$ cat src/core/ssr_pkg.sv
// constants and types for the serial-readout converter control
package ssr_pkg;

  localparam int CLK_HZ  = 10_000_000;
  localparam int OSC_HZ  = 2_000_000;
  localparam int OSC_DIV = CLK_HZ / OSC_HZ;
  localparam int OSC_CW  = 3;

  localparam int RES_W     = 12;
  localparam int POS_W     = 5;
  localparam int IDX_W     = 4;
  localparam int LEAD_ONES = 3;
  localparam int TAG_POS   = 4;
  localparam int FRAME_LEN = 16;

  localparam logic [POS_W-1:0] POS_MAX   = 5'h1F;
  localparam logic [POS_W-1:0] POS_FIRST = 5'h01;
  localparam logic [POS_W-1:0] POS_ZERO  = 5'h00;

  localparam int ADDR_W = 4;
  localparam int DATA_W = 32;
  localparam logic [ADDR_W-1:0] REG_CTRL   = 4'h0;
  localparam logic [ADDR_W-1:0] REG_STATUS = 4'h4;
  localparam logic [ADDR_W-1:0] REG_RESULT = 4'h8;

  localparam int CTRL_PDIFF_BIT  = 0;
  localparam int STAT_POWER_BIT  = 0;
  localparam int STAT_EXT_BIT    = 1;
  localparam int STAT_BUSY_BIT   = 2;
  localparam int STAT_CHAN_BIT   = 3;
  localparam int STAT_READY_BIT  = 4;
  localparam int RESULT_TAG_BIT  = 12;
  localparam logic CTRL_PDIFF_RST = 1'b0;

  typedef enum logic [1:0] {
    ST_OFF   = 2'b00,
    ST_TRACK = 2'b01,
    ST_CONV  = 2'b10,
    ST_READ  = 2'b11
  } ssr_state_t;

endpackage : ssr_pkg

$ cat src/core/ssr_core.sv
// conversion control and serial readout of the converter
//
// The implementer's own choices: the plain strobed port and the register offsets.
`timescale 1ns/1ns
`default_nettype none

// What this block does
// - select fall wakes device, starts tracking
// - clock level at select fall picks mode
// - internal mode runs on 2MHz oscillator
// - internal: first clock fall samples, converts
// - internal: done stops oscillator, output high
// - external: second clock fall samples, converts
// - frame: three ones, tag, twelve bits
// - tag bit 0/1 by input, pseudo always 1
// - clocks past frame end shift zeros
// - output changes on falls, off when deselected
// - select high shuts everything down
// - select rise aborts running conversion
// - inputs alternate per select cycle from first
module ssr_core (
  // clock and reset
  input  wire logic                         core_clk,
  input  wire logic                         rst_b,
  // serial link pins
  input  wire logic                         select_shutdown_n,
  input  wire logic                         sclk,
  output var  logic                         dout,
  output var  logic                         doutOe,
  // analog front end
  input  wire logic                         cmpHigh,
  output var  logic                         powerOn,
  output var  logic                         trackEn,
  output var  logic                         oscRun,
  output var  logic                         inputSel,
  output var  logic [ssr_pkg::RES_W-1:0]    dacCode,
  // register port
  input  wire logic [ssr_pkg::ADDR_W-1:0]   regAddr,
  input  wire logic [ssr_pkg::DATA_W-1:0]   regWrData,
  input  wire logic                         regWrEn,
  input  wire logic                         regRdEn,
  output var  logic [ssr_pkg::DATA_W-1:0]   regRdData
);
  import ssr_pkg::*;

  localparam logic [RES_W-1:0]  CODE_START = {1'b1, {(RES_W-1){1'b0}}};
  localparam logic [IDX_W-1:0]  IDX_START  = IDX_W'(RES_W - 1);
  localparam logic [IDX_W-1:0]  IDX_ZERO   = 4'h0;
  localparam logic [OSC_CW-1:0] OSC_LAST   = OSC_CW'(OSC_DIV - 1);

  // frame bit for a position, zero before and after the frame
  function automatic logic frameBit(input logic [POS_W-1:0] pos, input logic tag,
                                    input logic [RES_W-1:0] code);
    logic [POS_W-1:0] idx;
    idx = POS_W'(FRAME_LEN) - pos;
    if (pos == POS_ZERO || pos > POS_W'(FRAME_LEN))
      frameBit = 1'b0;
    else if (pos <= POS_W'(LEAD_ONES))
      frameBit = 1'b1;
    else if (pos == POS_W'(TAG_POS))
      frameBit = tag;
    else
      frameBit = code[idx[IDX_W-1:0]];
  endfunction : frameBit

  logic               sclkS1_q, sclkS2_q, sclkPrev_q;
  logic               selS1_q, selS2_q, selPrev_q;
  logic               cmpS1_q, cmpS2_q;
  ssr_state_t         state_q, stateD;
  logic               extMode_q, chanNext_q, pdiff_q;
  logic [POS_W-1:0]   pos_q, posD;
  logic [IDX_W-1:0]   bitIdx_q;
  logic [OSC_CW-1:0]  oscCnt_q;
  logic [RES_W:0]     result_q;
  logic [RES_W-1:0]   codeD;
  logic               doutD;

  // link pins pass two flip-flops
  always_ff @(posedge core_clk or negedge rst_b) begin
    if (!rst_b) begin
      sclkS1_q   <= 1'b0;
      sclkS2_q   <= 1'b0;
      sclkPrev_q <= 1'b0;
      selS1_q    <= 1'b1;
      selS2_q    <= 1'b1;
      selPrev_q  <= 1'b1;
      cmpS1_q    <= 1'b0;
      cmpS2_q    <= 1'b0;
    end else begin
      sclkS1_q   <= sclk;
      sclkS2_q   <= sclkS1_q;
      sclkPrev_q <= sclkS2_q;
      selS1_q    <= select_shutdown_n;
      selS2_q    <= selS1_q;
      selPrev_q  <= selS2_q;
      cmpS1_q    <= cmpHigh;
      cmpS2_q    <= cmpS1_q;
    end
  end

  wire sclkFall = sclkPrev_q & ~sclkS2_q;
  wire selFall  = selPrev_q & ~selS2_q;
  wire selRise  = ~selPrev_q & selS2_q;
  wire selLow   = ~selS2_q;
  wire tagBit   = pdiff_q | inputSel;
  wire oscTick  = oscRun & (oscCnt_q == OSC_LAST);
  wire sampleNow = (state_q == ST_TRACK) & sclkFall & selLow
                   & (~extMode_q | (pos_q == POS_FIRST));
  wire sarStep   = (state_q == ST_CONV) & (extMode_q ? sclkFall : oscTick);
  wire convDone  = sarStep & (bitIdx_q == IDX_ZERO);
  wire posAdv    = sclkFall & selLow & (state_q != ST_OFF)
                   & (extMode_q | (state_q == ST_READ)) & (pos_q != POS_MAX);

  // state sequence
  always_comb begin
    stateD = state_q;
    unique case (state_q)
      ST_OFF:   if (selFall) stateD = ST_TRACK;
      ST_TRACK: if (sampleNow) stateD = ST_CONV;
      ST_CONV:  if (convDone) stateD = ST_READ;
      ST_READ:  stateD = ST_READ;
    endcase
    if (selRise) stateD = ST_OFF;
  end

  // end of internal conversion shows first frame bit
  // position runs past the frame into zeros
  assign posD = selFall ? POS_ZERO
              : (convDone & ~extMode_q) ? POS_FIRST
              : posAdv ? pos_q + POS_FIRST
              : pos_q;

  // successive approximation step, keep or drop the trial bit
  always_comb begin
    codeD = dacCode;
    if (sampleNow) begin
      codeD = CODE_START;
    end else if (sarStep) begin
      codeD[bitIdx_q] = cmpS2_q;
      if (bitIdx_q != IDX_ZERO) codeD[bitIdx_q - 4'h1] = 1'b1;
    end
  end

  // frame content, low until end of conversion in internal mode only
  assign doutD = frameBit(posD, tagBit, codeD);

  always_ff @(posedge core_clk or negedge rst_b) begin
    if (!rst_b) begin
      state_q  <= ST_OFF;
      pos_q    <= POS_ZERO;
      dacCode  <= '0;
      bitIdx_q <= IDX_ZERO;
      dout     <= 1'b0;
      doutOe   <= 1'b0;
    end else begin
      state_q  <= stateD;
      pos_q    <= posD;
      dacCode  <= codeD;
      bitIdx_q <= sampleNow ? IDX_START : sarStep ? bitIdx_q - 4'h1 : bitIdx_q;
      dout     <= doutD;
      doutOe   <= (stateD != ST_OFF);
    end
  end

  always_ff @(posedge core_clk or negedge rst_b) begin
    if (!rst_b) begin
      powerOn    <= 1'b0;
      trackEn    <= 1'b0;
      extMode_q  <= 1'b0;
      inputSel   <= 1'b0;
      chanNext_q <= 1'b0;
    end else begin
      // wake and track on select fall
      powerOn <= (stateD != ST_OFF);
      trackEn <= (stateD == ST_TRACK);
      if (selFall) extMode_q <= ~sclkS2_q;
      if (selFall) begin
        inputSel   <= chanNext_q;
        chanNext_q <= ~chanNext_q;
      end
    end
  end

  always_ff @(posedge core_clk or negedge rst_b) begin
    if (!rst_b) begin
      oscRun   <= 1'b0;
      oscCnt_q <= '0;
    end else begin
      if (selRise || convDone) oscRun <= 1'b0;
      else if (sampleNow && !extMode_q) oscRun <= 1'b1;
      oscCnt_q <= (!oscRun || oscTick) ? '0 : oscCnt_q + 3'h1;
    end
  end

  // register port
  wire regHitCtrl = (regAddr == REG_CTRL);
  wire regHitStat = (regAddr == REG_STATUS);
  wire regHitRes  = (regAddr == REG_RESULT);
  logic [DATA_W-1:0] statWord;
  always_comb begin
    statWord = '0;
    statWord[STAT_POWER_BIT] = powerOn;
    statWord[STAT_EXT_BIT]   = extMode_q;
    statWord[STAT_BUSY_BIT]  = (state_q == ST_CONV);
    statWord[STAT_CHAN_BIT]  = inputSel;
    statWord[STAT_READY_BIT] = (state_q == ST_READ);
  end
  wire [DATA_W-1:0] ctrlWord = {{(DATA_W-1){1'b0}}, pdiff_q};
  wire [DATA_W-1:0] resWord  = {{(DATA_W-RES_W-1){1'b0}}, result_q};
  wire [DATA_W-1:0] rdMux    = regHitCtrl ? ctrlWord : regHitStat ? statWord
                             : regHitRes ? resWord : '0;

  always_ff @(posedge core_clk or negedge rst_b) begin
    if (!rst_b) begin
      pdiff_q   <= CTRL_PDIFF_RST;
      result_q  <= '0;
      regRdData <= '0;
    end else begin
      if (regWrEn && regHitCtrl) pdiff_q <= regWrData[CTRL_PDIFF_BIT];
      if (convDone) result_q <= {tagBit, codeD};
      regRdData <= regRdEn ? rdMux : '0;
    end
  end
endmodule : ssr_core

`default_nettype wire

$ cat config.mk
export PLATFORM = sky130hd
export DESIGN_NAME = ssr_core
export DESIGN_NICKNAME = d
export VERILOG_FILES = /design/src/core/ssr_pkg.sv /design/src/core/ssr_core.sv
export SDC_FILE = /design/constraint.sdc
export NUM_CORES = 1
export LEC_CHECK = 0
export ABC_AREA = 1
export BUFFER_PORTS_ARGS = -buffer_cell sky130_fd_sc_hd__buf_4
export CAP_MARGIN = 20
export CORE_MARGIN = 4
export CORE_UTILIZATION = 56
export CTS_BUF_LIST = sky130_fd_sc_hd__clkbuf_2
export DETAILED_ROUTE_END_ITERATION = 12
export PLACE_DENSITY = 0.88
export SYNTH_ARGS = -nofsm -noshare
export SYNTH_HDL_FRONTEND = slang
export SYNTH_SLANG_ARGS = --single-unit
$ cat constraint.sdc
create_clock -name core_clk -period 3.21 [get_ports core_clk]
set_input_delay 0.1605 -clock core_clk [delete_from_list [all_inputs] [get_ports core_clk]]
set_output_delay 0.1605 -clock core_clk [all_outputs]
set_load 0.01 [all_outputs]
==> Word-level counts from Yosys, hierarchy flattened <==
Cells that the tools add are included.
{ "word_totals": {"elab_cells": 116, "input_bits": 43, "register_bits": 68, "out_inout_bits": 50} }
{ "classes": {"n_reduce_logical": 18, "n_bitwise": 23, "n_addsub": 4, "magnitude_cmp": 7, "n_eq_ne": 10, "n_mux": 31} }
{ "ops": {"columns": ["op", "n"], "rows": [
  ["13-bit 2-to-1 mux", 4],
  ["12-bit 2-to-1 mux", 3],
  ["4-bit by 5-bit less-than comparator with 1-bit output, second input constant", 3],
  ["5-bit 2-to-1 mux", 3],
  ["1-bit AND", 14],
  ["12-bit bitwise mux", 1],
  ["12-bit OR", 1],
  ["1-bit 2-to-1 mux", 9],
  ["1-bit demux with 4-bit select", 2],
  ["4-bit by 1-bit greater-or-equal comparator with 1-bit output, second input constant", 2],
  ["4-bit logical NOT", 2],
  ["2-bit 2-to-1 mux", 4],
  ["4-bit 2-to-1 mux", 2],
  ["2-bit one-hot mux with 4 select lines", 1],
  ["2-bit nonzero test", 4],
  ["5-bit by 1-bit adder with 5-bit output, second input constant", 1],
  ["5-bit by 1-bit == test with 1-bit output, second input constant", 1],
  ["5-bit by 3-bit == test with 1-bit output, second input constant", 1],
  ["5-bit greater-than comparator, second input constant", 1],
  ["5-bit by 2-bit less-or-equal comparator with 1-bit output, second input constant", 1],
  ["5-bit logical NOT", 1],
  ["5-bit != test, second input constant", 1],
  ["1-bit NOT", 5],
  ["1-bit binary-select mux with 4-bit select", 1],
  ["15 further kinds", 25]
]} }

==> Depth between registers and ports, before layout <==
{ "depth": {"ltp_word": 15, "ltp_mapped": 21, "mapped_depth_nobuf": 20} }

==> Worst setup path after synthesis <==
Ideal clock, no wire load.
{ "synth_path": {"kind": "register to register", "from": "reg pos_q[0]", "to": "reg dout", "stages_incl_launch_ff": 20, "arrival_ps": 2321, "t_required_ps": 3097, "n_path_buf": 1, "synth_period_minus_slack_ps": 2434, "setup_time_ps": 113, "slack_ps": 776, "cell_sequence": "dfrtp_1 -> ha_1 -> nand2_1 -> nor2_1 -> ha_1 -> nor2_1 -> nand3_4 -> nand2_1 -> nand2_2 -> nand2_4 -> nand2_4 -> buf_6 -> ha_1 -> inv_1 -> nand3_1 -> nand3_1 -> nand3_1 -> nand3_1 -> nand2_1 -> inv_1"} }
{ "synth_via": {"elab_chain_cells": 11, "word_cells_on_any_way": 21, "classes_between": "add/sub: 2; order compare: 2; eq/ne: 3; mux: 9; bitwise: 3; reduce/logical: 2"} }
{ "synth_rtl": {"columns": ["element", "line_no", "rtl"], "rows": [
  ["start: declaration", "ssr_core.sv:71", "logic [POS_W-1:0] pos_q, posD;"],
  ["start signal: assignment", "ssr_core.sv:157", "pos_q <= posD;"],
  ["parallel branches: the longest is 10 deep, another holds 5-bit by 1-bit adder with 5-bit output", null, null],
  ["1-bit 2-to-1 mux (*)", "ssr_core.sv:56", "if (pos == POS_ZERO || pos > POS_W'(FRAME_LEN))"],
  ["via doutD", "ssr_core.sv:76", "logic doutD;"],
  ["end signal: assignment", "ssr_core.sv:160", "dout <= doutD;"],
  ["end: declaration", "ssr_core.sv:28", "output var logic dout,"]
]} }
Mark *: on every way through the listed nets, which the timed path passes. The select of a mux whose other input is x is not followed.
A chain may end at the register's enable or synchronous reset.

==> Worst setup path in the final report <==
Same ends and word-level chain as after synthesis.

==> impl_metrics.tcl <==
set metrics [dict create \
    hold_viol 0 \
    syn_area_per_cell_um2 7.77 \
    critPathArrivalTime_ns 3.29 \
    period_minus_slack_ns 2.80 \
    wl_um 8300 \
    synth-edff-count 0 \
    cts_buffers 9 \
    power_density_nw_per_um2 633 \
    synth-main-ff-cell "dfrtp_1" \
    portBuffers 42 \
    ys_seq_area_share_pct 44.3 \
    cts_sinks 68 \
    drt_pass1_iterations 5 \
    cp.required_ns 3.71 \
    grt_start_max_net_pins 69 \
    critPathMostFrequentCell "nand2_1" \
    diodes 0 \
    endpoint "dout" \
    drt-vias-per-instance 5.21 \
    skew_ns 0.0260 \
    dp.cells 607 \
    power_uw 2760 \
    vias 3296 \
    worstReg2RegEnd "dout" \
    cts_resized 0 \
    grt_pass1_wl_um 14200 \
    synth-seq-cells 68 \
    fmax_ghz 0.357 \
    r2r_cells 18 \
    syn_inst 496 \
    grt-ovfl-total 0 \
    drc 0 \
    htreeDepth 3 \
    start_util_pct 59.0 \
    ios 93 \
    tightestPinTransition_ns 0.840 \
    rsz0062_at_grt "false" \
    critical_path.slowest_cell "dfrtp_1" \
    peakVddDrop_uv 363 \
    status "complete, no violations" \
    routedWlPerCell_um 13.1 \
    rows 29 \
    async_reset_ff_share_pct 100 \
    r2r_slack_ns 0.41 \
    cp-end-kind "flop" \
    yosysWarnings 0 \
    leakage_uw 0.00243 \
    drtIter0Drc 162 \
    globalRouteTotalUtil_pct 21.0 \
    clkTransAtPathRegs_ns 0.23 \
    rr_startpoint "pos_q[0]" \
    dieArea_um2 8270 \
    cp_max_fo 7 \
    fin_nets 609 \
    min_path_type "input port to flop" \
    gp_congestion 0.943 \
    core_area_um2 6530 \
    cts_tree "yes" \
    drtAntennaViolNets 0 \
    cts_setup_buffers 0 \
    cts-root-buf "clkbuf_2" \
    setup_viol 0 \
    startpoint "pos_q[0]" \
    cts.path.max_buffers 2 \
    critPathKind "flop to flop" \
    stdcell_count 633 \
    drv_cap 0 \
    min_period_over_period_pct 87.2 \
    synth_area_um2 3850 \
    antenna_found_initial 0 \
    grt_pass1_vias 3120 \
    die_height_um 90.9 \
    crit_path_max_incr_delay_ns 0.48 \
    hpwl_um 6120 \
    clk_latency_ns 0.53 \
    tns_ns 0 \
    slew_headroom_pct 44.0 \
    path_cells "ha_1 -> nand2_1 -> nor2_1 -> ha_1 -> nor2_1 -> nand3_4 -> o21ai_0 -> nand2_1 -> ha_1 -> inv_1 -> nand4_1 -> nand2_1 -> inv_1 -> a21oi_1 -> nand3_1 -> nand3_1 -> nand2_1 -> inv_1" \
    synthDistinctLibCells 42 \
    drv_slew 0 \
    die_w_um 90.9 \
    setup.worst_path.start_class "flop" \
    syn_to_final_growth_pct 13.2 \
    drive_above_1_share_pct 15.3 \
]
==> report_power, final <==
| part | switching [µW] | internal [µW] | total [µW] |
|---|---|---|---|
| Combinational | 669 | 388 | 1060 |
| Sequential | 150 | 997 | 1150 |
| Clock | 361 | 194 | 555 |
| Total | 1180 | 1580 | 2760 |
==> metal layers <==
| layer | routed length [µm] | global-route usage [%] | vias up |
|---|---|---|---|
| li1 | - | - | 1614 |
| met1 | 3550 | 25.6 | 1548 |
| met2 | 4120 | 35.7 | 112 |
| met3 | 422 | 4.79 | 22 |
| met4 | 211 | 9.05 | 0 |
| met5 | 0 | 0 | - |
==> registers in the layout (all words and copies together), names as in the netlist, 2 cells and up <==
name       count
bitIdx_q       4
state_q        2
dacCode       12
pos_q          5
oscCnt_q       3
regRdData     13
result_q      13
==> synthesized netlist by cell type (3+ instances only) <==
library cell,count,share of area [%]
buf_4,20,3.9
nand2_1,133,13
nand4_1,3,0.49
nor2_1,50,4.9
o21ai_0,22,2.9
nand3_1,55,7.1
ha_1,15,4.9
inv_2,3,0.29
buf_6,3,0.88
xor2_1,4,0.91
a21oi_1,9,1.2
nand2_2,5,0.81
dfrtp_1,65,42
inv_1,73,7.1
dfstp_2,3,2.0
==> stage by stage <==
stage	area (µm²)	setup slack [ns]	hold slack (ns)	utilization [%]
2_1_floorplan	3920	0.776	-0.135	-
3_3_place_gp	4130	0.564	0.269	63.3
3_5_place_dp	4130	0.465	0.270	63.3
4_1_cts	4360	0.424	0.00398	66.8
5_1_grt	4360	0.0209	0.0148	66.8
6_report	4360	0.411	0.0380	66.8
==> timing repair <==
action | 4_1_cts | 5_1_grt
hold buffers | 10 | 0
endpoints found under the setup margin | 0 | 0
hold endpoints to repair | 76 | 0
==> final cells by class <==
class	instances	area, µm²
fillers	545	2170
flip-flops and latches	68	1710
multi-input cells	339	1700
repair buffers	54	430
inverters	79	302
well taps	77	96.3
clock inverters	7	83.8
clock buffers	9	45.0
==> placed cells by master, fill, tap and decap left out, types with 2 or more instances in the layout <==
| cell | netlist | final |
|---|---|---|
| a22oi_1 | 2 | 2 |
| xor2_1 | 4 | 4 |
| dfrtp_1 | 65 | 65 |
| inv_6 | 0 | 2 |
| nand4_1 | 3 | 3 |
| nand3_1 | 55 | 55 |
| ha_1 | 15 | 15 |
| inv_2 | 3 | 3 |
| o22ai_1 | 2 | 2 |
| clkinv_4 | 0 | 2 |
| nand2_4 | 2 | 2 |
| dfstp_2 | 3 | 3 |
| a21oi_1 | 9 | 9 |
| inv_1 | 73 | 73 |
| inv_4 | 2 | 2 |
| nand2_2 | 5 | 5 |
| o21ai_0 | 22 | 22 |
| dlygate4sd3_1 | 0 | 10 |
| conb_1 | 1 | 19 |
| buf_4 | 20 | 44 |
| nor2_1 | 50 | 50 |
| clkbuf_2 | 0 | 9 |
| nand2_1 | 133 | 133 |
==> worst min-delay path by stage <==
stage	start	endpoint	slack, ns	depth (start not counted)
after floorplan	rst_b	bitIdx_q[0]	-0.14	0
after global placement	select_shutdown_n	selS1_q	0.27	1
after detailed placement	select_shutdown_n	selS1_q	0.27	1
after CTS	regAddr[0]	regRdData[3]	0.004	6
after global routing	regAddr[1]	regRdData[3]	0.01	6
final	regAddr[0]	regRdData[3]	0.04	6
==> logic make-up after synthesis <==
logic type	after synthesis	synth area share, %
mux	1	0.292
flops	68	44.3
simple gates	258	29.8
compound gates	41	6.07
buf+inv	107	13.4
xor+xnor	5	1.14
fa+ha+maj	15	4.87
other cells	1	0.0973
==> critical path: cells and delay by family (launching register included) <==
kind            cells  cell delay (ns)
flops               1             0.48
compound gates      2             0.36
simple gates       10             1.05
buf+inv             3             0.17
fa+ha+maj           3             0.70
(Power assumes the default switching activity.)
